$ cat src/row_select_pkg.sv
// Functional notes
// The driver has 32 channels, each one driving one sensor row.
// Every channel owns a clear switch and a gate switch for its row.
// Gate enable drives the row negative; clear enable drives it positive.
// A shift register spanning all channels advances the selection in sequence.
// The sequencer loads exactly one set bit into the chain input.
// Each shift clock moves the set bit to the next channel.
// Chain output feeds the chain input of a following device.
// Gate and clear switches fire only by strobes, never by selection alone.
// Strobe timing gives non-overlapping, overlapping, row-skip and gated operation.
// In gated operation all channels' clear outputs are enabled; the code skips gate-active rows, which clear only on the strobe.
// Entering gated operation, clears turn on in four successive groups.
// A row boosts before its selection and sleeps after the next is selected.
// Each set bit wakes its own channel and both neighbours.
// At power-up the sequencer flushes the shift register with zeros first.
// Input termination stays off until enabled by configuration.
// A clear pulse acts only while the row gate is active and CLK high.
// Gated enable is applied sequentially to groups of 8 channels.
// Non-overlapping: current gate switches off as the next gate switches on.
// Termination enable sits in configuration bits 2:0.
// Chain output presents the bit shifted out of the last channel.
// After a zero flush nothing is selected, all sleep, no gate fires.
package row_select_pkg;
   localparam int NUM_CH = 32;
   localparam int GRP_SIZE = 8;
   localparam int NUM_GRP = 4;
   localparam int GRP_CNT_W = 3;
   localparam int TERM_CFG_W = 3;
   localparam logic [GRP_CNT_W-1:0] GRP_CNT_RST = 3'h0;
   localparam logic [GRP_CNT_W-1:0] GRP_CNT_FULL = 3'h4;
   localparam logic SEL_RST = 1'h0;
   localparam logic TERM_RST = 1'h0;
endpackage

$ cat src/row_select_shift_driver.sv
`timescale 1ns/1ps
module row_select_shift_driver #(
   parameter int N_CH = row_select_pkg::NUM_CH,
   parameter int G_SIZE = row_select_pkg::GRP_SIZE
)(
   input wire logic i_clk,
   input wire logic i_resetn,
   input wire logic i_shift_clk,
   input wire logic i_chain_in,
   input wire logic i_gate_strobe,
   input wire logic i_clear_strobe,
   input wire logic [row_select_pkg::TERM_CFG_W-1:0] i_term_cfg,
   output logic o_chain_out,
   output logic [N_CH-1:0] o_gate_on,
   output logic [N_CH-1:0] o_clear_on,
   output logic [N_CH-1:0] o_boost,
   output logic o_term_en
);
   localparam int CW = row_select_pkg::GRP_CNT_W;

   // Previous samples for edge detection
   logic shift_clk_prev_q;
   logic gate_strobe_prev_q;
   logic shift_rise;
   logic shift_fall;
   logic gstrb_rise;
   logic gstrb_fall;

   // Token chain and per-row state
   logic [N_CH-1:0] sel_q;
   logic [N_CH-1:0] sel_d;
   logic chain_out_q;
   logic chain_out_d;
   logic [N_CH-1:0] row_gate_active_q;
   logic [N_CH-1:0] row_gate_active_d;
   logic [N_CH-1:0] clear_q;
   logic [N_CH-1:0] clear_d;
   logic [N_CH-1:0] boost_q;
   logic [N_CH-1:0] boost_d;
   logic [N_CH+1:0] wake_ext;
   logic [N_CH-1:0] grp_mask;

   // Gated operation state
   logic gated_q;
   logic gated_d;
   logic [CW-1:0] grp_cnt_q;
   logic [CW-1:0] grp_cnt_d;
   logic term_q;
   logic term_d;

   assign shift_rise = i_shift_clk & ~shift_clk_prev_q;
   assign shift_fall = ~i_shift_clk & shift_clk_prev_q;
   assign gstrb_rise = i_gate_strobe & ~gate_strobe_prev_q;
   assign gstrb_fall = ~i_gate_strobe & gate_strobe_prev_q;

   // Selection token and gate states
   always_comb
   begin
      sel_d = sel_q;
      chain_out_d = chain_out_q;
      row_gate_active_d = row_gate_active_q;
      if (shift_rise)
      begin
         sel_d = {sel_q[N_CH-2:0], i_chain_in};
         chain_out_d = sel_q[N_CH-1];
      end
      // Falling CLK ends gates of rows that lost the token
      if (shift_fall)
      begin
         row_gate_active_d = row_gate_active_q & sel_q;
      end
      if (gstrb_rise)
      begin
         if (i_shift_clk)
         begin
            // Overlapping: new row joins before the old one drops
            row_gate_active_d = row_gate_active_d | sel_q;
         end
         else
         begin
            row_gate_active_d = sel_q;
         end
      end
   end

   always_ff @(posedge i_clk or negedge i_resetn)
   begin
      if (!i_resetn)
      begin
         sel_q <= {N_CH{row_select_pkg::SEL_RST}};
         chain_out_q <= row_select_pkg::SEL_RST;
         row_gate_active_q <= {N_CH{row_select_pkg::SEL_RST}};
      end
      else
      begin
         sel_q <= sel_d;
         chain_out_q <= chain_out_d;
         row_gate_active_q <= row_gate_active_d;
      end
   end

   // Gated mode: sampled at falling gate strobe, groups enabled one per edge
   always_comb
   begin
      gated_d = gated_q;
      grp_cnt_d = grp_cnt_q;
      if (gstrb_fall)
      begin
         if (i_shift_clk | i_clear_strobe)
         begin
            gated_d = 1'b1;
            if (grp_cnt_q != row_select_pkg::GRP_CNT_FULL)
            begin
               grp_cnt_d = grp_cnt_q + 3'h1;
            end
         end
         else
         begin
            gated_d = 1'b0;
            grp_cnt_d = row_select_pkg::GRP_CNT_RST;
         end
      end
   end

   always_ff @(posedge i_clk or negedge i_resetn)
   begin
      if (!i_resetn)
      begin
         gated_q <= 1'b0;
         grp_cnt_q <= row_select_pkg::GRP_CNT_RST;
      end
      else
      begin
         gated_q <= gated_d;
         grp_cnt_q <= grp_cnt_d;
      end
   end

   // Outputs: clear, boost, termination
   always_comb
   begin
      for (int i = 0; i < N_CH; i++)
      begin
         grp_mask[i] = (32'(grp_cnt_q) > (i / G_SIZE));
      end
      wake_ext = {1'b0, sel_q, i_chain_in};
      for (int i = 0; i < N_CH; i++)
      begin
         boost_d[i] = wake_ext[i] | wake_ext[i+1] | wake_ext[i+2];
      end
      // Strobed clear on the gated row; gated groups clear idle rows
      clear_d = (row_gate_active_q & {N_CH{i_shift_clk & i_clear_strobe}})
         | (grp_mask & ~row_gate_active_q);
      term_d = (i_term_cfg[0] & i_term_cfg[1]) | (i_term_cfg[0] & i_term_cfg[2])
         | (i_term_cfg[1] & i_term_cfg[2]);
   end

   always_ff @(posedge i_clk or negedge i_resetn)
   begin
      if (!i_resetn)
      begin
         shift_clk_prev_q <= 1'b0;
         gate_strobe_prev_q <= 1'b0;
         clear_q <= {N_CH{1'b0}};
         boost_q <= {N_CH{1'b0}};
         term_q <= row_select_pkg::TERM_RST;
      end
      else
      begin
         shift_clk_prev_q <= i_shift_clk;
         gate_strobe_prev_q <= i_gate_strobe;
         clear_q <= clear_d;
         boost_q <= boost_d;
         term_q <= term_d;
      end
   end

   assign o_chain_out = chain_out_q;
   assign o_gate_on = row_gate_active_q;
   assign o_clear_on = clear_q;
   assign o_boost = boost_q;
   assign o_term_en = term_q;
endmodule // row_select_shift_driver

$ cat config.mk
export PLATFORM = sky130hd
export DESIGN_NAME = row_select_shift_driver
export DESIGN_NICKNAME = d
export VERILOG_FILES = /design/src/row_select_pkg.sv /design/src/row_select_shift_driver.sv
export SDC_FILE = /design/constraint.sdc
export NUM_CORES = 1
export LEC_CHECK = 0
export ABC_AREA = 1
export ABC_CLOCK_PERIOD_IN_PS = 1850
export BUFFER_PORTS_ARGS = -buffer_cell sky130_fd_sc_hd__buf_2
export CAP_MARGIN = 20
export CORE_MARGIN = 3
export CORE_UTILIZATION = 25
export CTS_CLUSTER_SIZE = 30
export DETAILED_ROUTE_END_ITERATION = 12
export GPL_TIMING_DRIVEN = 0
export MAX_ROUTING_LAYER = met4
export PLACE_DENSITY_LB_ADDON = 0.05
export SKIP_CTS_REPAIR_TIMING = 1
export SYNTH_ARGS = -nofsm -noshare
export SYNTH_HDL_FRONTEND = slang
export SYNTH_SLANG_ARGS = --single-unit
$ cat constraint.sdc
create_clock -name i_clk -period 1.85 [get_ports i_clk]
set_clock_uncertainty 0.15 [all_clocks]
set_input_delay 0.37 -clock i_clk [delete_from_list [all_inputs] [get_ports i_clk]]
set_output_delay 0.37 -clock i_clk [all_outputs]
set_load 0.005 [all_outputs]
==> summary.md, run 1 <==
Setup violations remaining at the end of the flow were counted as 0. The flow ran to the end, and the final reports show no timing, DRC or antenna violations. The commonest cells after synthesis are 205 x nand2_1, 135 x dfrtp_1, 71 x nand3_1, 59 x inv_1, 34 x o21ai_1.

Of the total power, the clock network draws 39.2%. After synthesis, the share of flip-flops with an asynchronous set or reset is 100.0%. The layout has 2254 filler cells. The category of the most critical setup path is in -> reg. Summing all placed instances gives a cell area of 6410 um2. Growth of design area from synthesis to finish: 29.00%. Of the post-synthesis cell area, the dominant cell type holds 61.41%.

Of the cells placed in the final design, the portion with a size suffix greater than 1 is 24.18%. The insertion delay to the later sink of the worst-skew pair was 0.41 ns. The most common cell in the synthesized netlist is nand2_1. The CTS clock-pin slew for the worst setup and hold paths is 0.06 ns. The clock tree root driver cell was clkbuf_16. The cell depth of the worst min-delay path was 2; the pin count of the biggest net entering global routing was 87. The final worst-path cycle share is 92.07%, and the critical path arrival is 1.90 ns. The number of unique standard cell types used by synthesis was 21; the number of global-route vias before repair was 4331. Once routing completed, OpenROAD measured the worst setup slack at 0.1467 ns. The logic depth of the worst register-to-register path is 5. The startpoint kind of the worst setup timing path was a primary input. Initial antenna violation count: 0. The run gives 5502 um2 as the cell area after technology mapping.

Clock tree synthesis found a total of 135 sinks. The run gives 3.884 nW as the total leakage power. The worst setup slack after placement came out at 0.08393 ns.

Measured against its own limit, the worst slew margin works out to 65.83%. Of all cell types, the one taking the most synthesized area is dfrtp_1. The combinational fraction of design power came out at 20.8%. The actual transition at the worst max-transition pin came out at 0.5126 ns. In this run the worst hold path is classified as in -> reg. The net switching fraction of the power was 28.58%; the post-synthesis sequential element count was 135. The floorplan step defined a die boundary enclosing 23820 um2. Yosys attributes the largest share of cell area to dfrtp_1 61%, nand2_1 14%, nand3_1 6.5%.

After global routing, the most crowded layer is met2. Required time at the endpoint of the critical path: 2.05 ns. For the internal power component, the log shows 6.823 mW. Summed over all nets, the switching power comes to 2.731 mW. The I/O pin count is 107, and the number of diodes is 0. The logs give 33.24% for the share of the core filled with cells and 475.0 uV for the maximum vdd ir drop. The logs give 61.41% for the sequential share of the synthesized area and 0 for the global route total overflow. The met3 routing resource usage after global routing is 3.022%. The number of input and output port buffers inserted came out at 106.

The maximum level of the CTS H-tree is 4. Average wire length per cell after detail routing: 14.85 um. The post-route antenna net violation count came out at 0. The tool flagged a number of max-cap violations equal to 0. The finished cells cover 7097 um2.

Counting along the longest clock path gives a buffer depth of 2. The HPWL after detailed placement is 10240 um. The maximum achievable frequency is 587.1 MHz, and the TritonCTS buffer count is 17. Global routing used 20.05% of the available met2 tracks. The global-route track usage on met1 was 17.76%; the vertical die dimension was 154.3 um.

The start point of the worst hold path was i_term_cfg[0]. In the global route stage, overall resource usage came out at 13.29%. The final hold slack is 0.05237 ns. The run gives 233 as the violation count after the first detailed-route iteration. The floorplan row count is 53. The shortest period the worst path allows was 1.703 ns. The final layout contains routed wiring with a total length of 15010 um. The startpoint identified for the worst register-to-register timing path is grp_cnt_q[0]. The ratio of routed vias to standard cells works out to 4.309. The vias after detailed routing was 4356. The start point of the critical path was i_gate_strobe.

The Yosys step of the flow raised 0 warnings. Registers are responsible for 40.0% of the overall power. In this run the horizontal extent of the chip is 154.3 um.

The number of hold violations in the final report is 0. The starting utilization of the core area was 25.76%; the length of the first detailed-routing pass in iterations was 5. Setup repair after global routing left no endpoint under its margin. The cell area power density came out at 1346 nW/um2. Of all nets on the critical path, the largest fanout is 10. Summed over all failing endpoints, the final setup total negative slack is 0 ns. The count of flip-flops with a built-in enable after synthesis is 0, and the final net count is 737.

Synthesis produced a netlist with a net count of 608. For the global-route wire length before repair, the log shows 24210 um. The run gives 21350 um2 as the core area.

TritonCTS built the clock tree. The cell count after synthesis is 594. Final-report max-slew violation count: 0. The tools report the weighted congestion reported at the end of routability-driven placement as 0.7113. The top flip-flop cell by instance count after synthesis is dfrtp_1.

STA classifies the critical path endpoint as a register. After synthesis, the mean cell area works out to 9.262 um2. The run gives 0 as the number of remaining DRC errors.
[kinds of logic after synthesis]
group / count (synthesis) / synth area share [%]
AOI/OAI and AO/OA: 75 / 7.710
adders and majority gates: 6 / 1.319
buffers and inverters: 83 / 6.936
DFF: 135 / 61.41
and+or+nand+nor: 295 / 22.63
[per-layer routing]
metal | vias up | wire length (um)
met5 | - | 0
li1 | 2150 | -
met3 | 12 | 686
met2 | 102 | 7002
met1 | 2092 | 7169
met4 | 0 | 155
[worst max-delay path, stage by stage]
cell           delay [ns]
dlygate4sd3_1        0.55
buf_2                0.14
nand2_1              0.17
buf_1                0.44
nand3_1              0.15
nand2_1              0.08
[power groups by stage]
stage	sequential (mW)	combinational (mW)	clock, mW
final	3.83	1.99	3.74
after global routing	3.90	2.28	3.98
after CTS	3.84	2.05	3.85
after detailed placement	3.88	2.04	0
after global placement	3.86	2.03	0
after floorplan	3.94	0.955	0
[state kept, by name, summed over array words and instances (netlist names)]
signal	count
o_clear_on	32
sel_q	32
gate_strobe_prev_q	1
o_gate_on	32
grp_cnt_q	3
o_boost	32
o_term_en	1
shift_clk_prev_q	1
o_chain_out	1
[cell usage in the layout (no fill, tap or decap), types with 2 or more instances in the layout]
cell type	Yosys	final
bufinv_16	0	5
dfrtp_1	135	135
nand2_1	205	205
inv_1	59	59
buf_2	7	112
clkbuf_8	0	2
clkinvlp_4	0	3
o21ai_2	13	13
clkbuf_16	0	17
nand3b_1	7	7
nand2_2	3	3
buf_4	4	4
inv_2	3	3
nand4_1	3	3
clkinv_2	0	4
o21ai_0	28	28
nor2_1	5	4
o21ai_1	34	34
clkbuf_1	2	2
ha_1	5	5
buf_6	6	7
nand3_1	71	71
dlygate4sd3_1	0	3
[cell type report]
| class | instances | area (um2) | share of cell area [%] |
|---|---|---|---|
| buffer | 21 | 148.9 | 2.098 |
| clock buffer | 19 | 452.9 | 6.382 |
| clock inverter | 13 | 201.4 | 2.839 |
| inverter | 62 | 232.7 | 3.279 |
| multi-input combinational | 376 | 1744 | 24.58 |
| sequential | 135 | 3378 | 47.60 |
| tap | 275 | 344.1 | 4.848 |
| timing repair buffer | 110 | 594.3 | 8.374 |
[stage by stage]
stage               instances  power (mW)
global route             1011       10.16
detailed placement        976       5.920
global placement          975       5.897
finish                   1011       9.554
CTS                      1008       9.740
floorplan                 594       4.893
[path summary, 6_finish.rpt]
path,to,slack [ns]
worst min-delay path,o_term_en,0.05
max in group asynchronous,o_boost[26],0.44
min in group asynchronous,o_boost[12],0.33
worst max register to register,o_clear_on[24],0.27
worst max-delay path,o_gate_on[27],0.15
worst min register to register,sel_q[21],0.33
Note: power is estimated with default switching activity, not from simulation.
==> run 2: changes to the inputs <==
CAP_MARGIN = default   (was 20)
CORE_UTILIZATION = 55   (was 25)
PLACE_DENSITY = 0.84   (was default)
PLACE_DENSITY_LB_ADDON = default   (was 0.05)
==> run 2 against run 1 <==
- register-to-register slack lost 0.15 ns
- wire length shrank 12%
- utilization grew 40 points
- critical path type unchanged
- critical endpoint is now o_gate_on[7]
- highest routed layer unchanged
==> summary.md, run 2 (synthesis gave the netlist of run 1 again) <==
Leaving out fill and tap cells, the most frequent cell in the layout is nand2_1. The sum of net half-perimeters after detailed placement is 8666 um. The floorplan row count was 35. The die covers 11240 um2. The overall global routing resource usage is 25.33%. The root buffer cell chosen for the clock tree is clkbuf_8. The logs give 0 for the number of remaining DRC errors and 95 for the pin count of the biggest net entering global routing.

The first global-routing pass estimated 21910 um of wire. The top cell types in the final layout, fill and taps aside, are 205 x nand2_1, 135 x dfrtp_1, 112 x buf_2. Summed over all layers, the global routing overflow is 0.

The share of the core filled with cells was 73.19%. The logs give 0 for the initial antenna violation count and 2.09 ns for the required time at the endpoint of the critical path. The aggregate negative setup slack was 0 ns; the I/O pin count was 107. TritonCTS built the clock tree. Path type of the worst min-delay path: in -> reg. The total wirelength of the detailed-routed design was 13260 um; the CTS clock-pin slew for the worst setup and hold paths was 0.06 ns. The category of the most critical setup path is in -> reg.

The logs give 58.16% for the starting utilization of the core area and 740 for the final net count. The number of hold violations in the final report came out at 0. Violation count after the first detailed-route iteration: 368. The worst setup path is launched from a primary input. In this run the deepest clock path goes through 2 buffers. The number of input and output port buffers inserted works out to 106. The combined area of the multi-input logic cells was 1742 um2; the final worst-path cycle share was 97.50%. For this design the ratio of total power to cell area is 1355 nW/um2. The tools report the sequential cell area as 3378 um2. Setup violations remaining at the end of the flow were counted as 0. At the worst endpoint, the arrival time is 2.04 ns. Measured against its own limit, the worst slew margin works out to 65.05%. Setup repair after global routing left no endpoint under its margin.

For the worst-skew pair, the clock arrives at the later sink with an insertion delay of 0.51 ns. Buffers inserted during clock tree synthesis total 17. The run gives 0 as the post-route antenna net violation count. For the final hold slack, the log shows 0.1243 ns. Fill cells in the final layout number 670. The run finished with clean final reports. The ratio of routed vias to standard cells came out at 5.323. The smallest clock period supported by the final layout is computed as 1.804 ns.

The maximum net fanout on the critical path works out to 10. The nature of the critical path endpoint was a register. The fraction of layout cells with a size suffix above 1 was 23.68%; the horizontal die dimension was 106.0 um. The number of sinks handled by clock tree synthesis was 135; the max-cap violation count was 0.

The maximum vdd ir drop is 821.0 uV, and the number of diodes is 0. The vias after detailed routing was 4620; the growth of design area from synthesis to finish was 25.84%. The vertical die dimension works out to 106.0 um.

The congestion estimate from routability-driven global placement came to 0.8337. The average wire length per cell after detail routing is 15.28 um. For this design the static power due to leakage is 3.883 nW. The floorplan step defined a core boundary enclosing 9459 um2. For the pin with the worst max-slew slack, the measured transition is 0.5224 ns. The run gives 554.4 MHz as the maximum achievable frequency. The final-report max-slew violation count came out at 0. Before antenna repair, the detailed router went through 5 iterations. The logs give 4605 for the number of global-route vias before repair and 4 for the maximum level of the CTS H-tree.
-- run 2: metrics by stage --
step / total power [mW] / instances / worst slack [ns] / area [um2]
6_report: 9.381 / 868 / 0.04622 / 6923
5_1_grt: 9.860 / 868 / 0.007892 / 6923
4_1_cts: 9.396 / 862 / 0.1254 / 6863
3_5_place_dp: 5.821 / 830 / 0.1461 / 6227
3_3_place_gp: 5.719 / 829 / -1.387 / 6193
2_1_floorplan: 4.893 / 594 / 0.4038 / 5502
-- run 2: cell type report --
type                    count  area share [%]
inverters                  62           3.362
plain buffers              21           2.151
multi-input cells         376           25.16
clock buffers              20           6.290
clock inverters            12           2.892
repair buffers            113           9.019
well taps                 129           2.331
flip-flops and latches    135           48.80
-- run 2: metal layers --
| metal | global-route usage [%] | vias to the layer above | part of all wire (%) |
|---|---|---|---|
| li1 | - | 2153 | - |
| met1 | 31.10 | 2253 | 40 |
| met2 | 40.98 | 179 | 51 |
| met3 | 5.768 | 35 | 6.4 |
| met4 | 10.36 | 0 | 1.9 |
| met5 | - | - | 0 |
-- run 2: final timing paths --
kind,slack (ns),startpoint,cells after the start,to
setup / recovery,0.05,i_shift_clk,7,o_gate_on[7]
hold / removal,0.12,i_clear_strobe,3,o_clear_on[5]
setup reg to reg,0.12,grp_cnt_q[0],5,o_clear_on[27]
hold reg to reg,0.34,sel_q[26],2,sel_q[26]
max in group asynchronous,0.60,i_resetn,3,o_boost[6]
min in group asynchronous,0.19,i_resetn,2,o_boost[22]
-- run 2: where the power goes --
group	leakage [nW]	switching, mW	internal [mW]
logic	1.79	1.21	0.780
clock network	0.301	1.20	2.36
registers	1.79	0.235	3.59
total	3.88	2.65	6.73
-- run 2: critical path, cell delays in order --
cell and delay, ns:
dlygate4sd3_1 0.52, buf_2 0.14, inv_1 0.22, clkbuf_1 0.39
o21ai_0 0.21, nand2_1 0.11, nand2_1 0.08
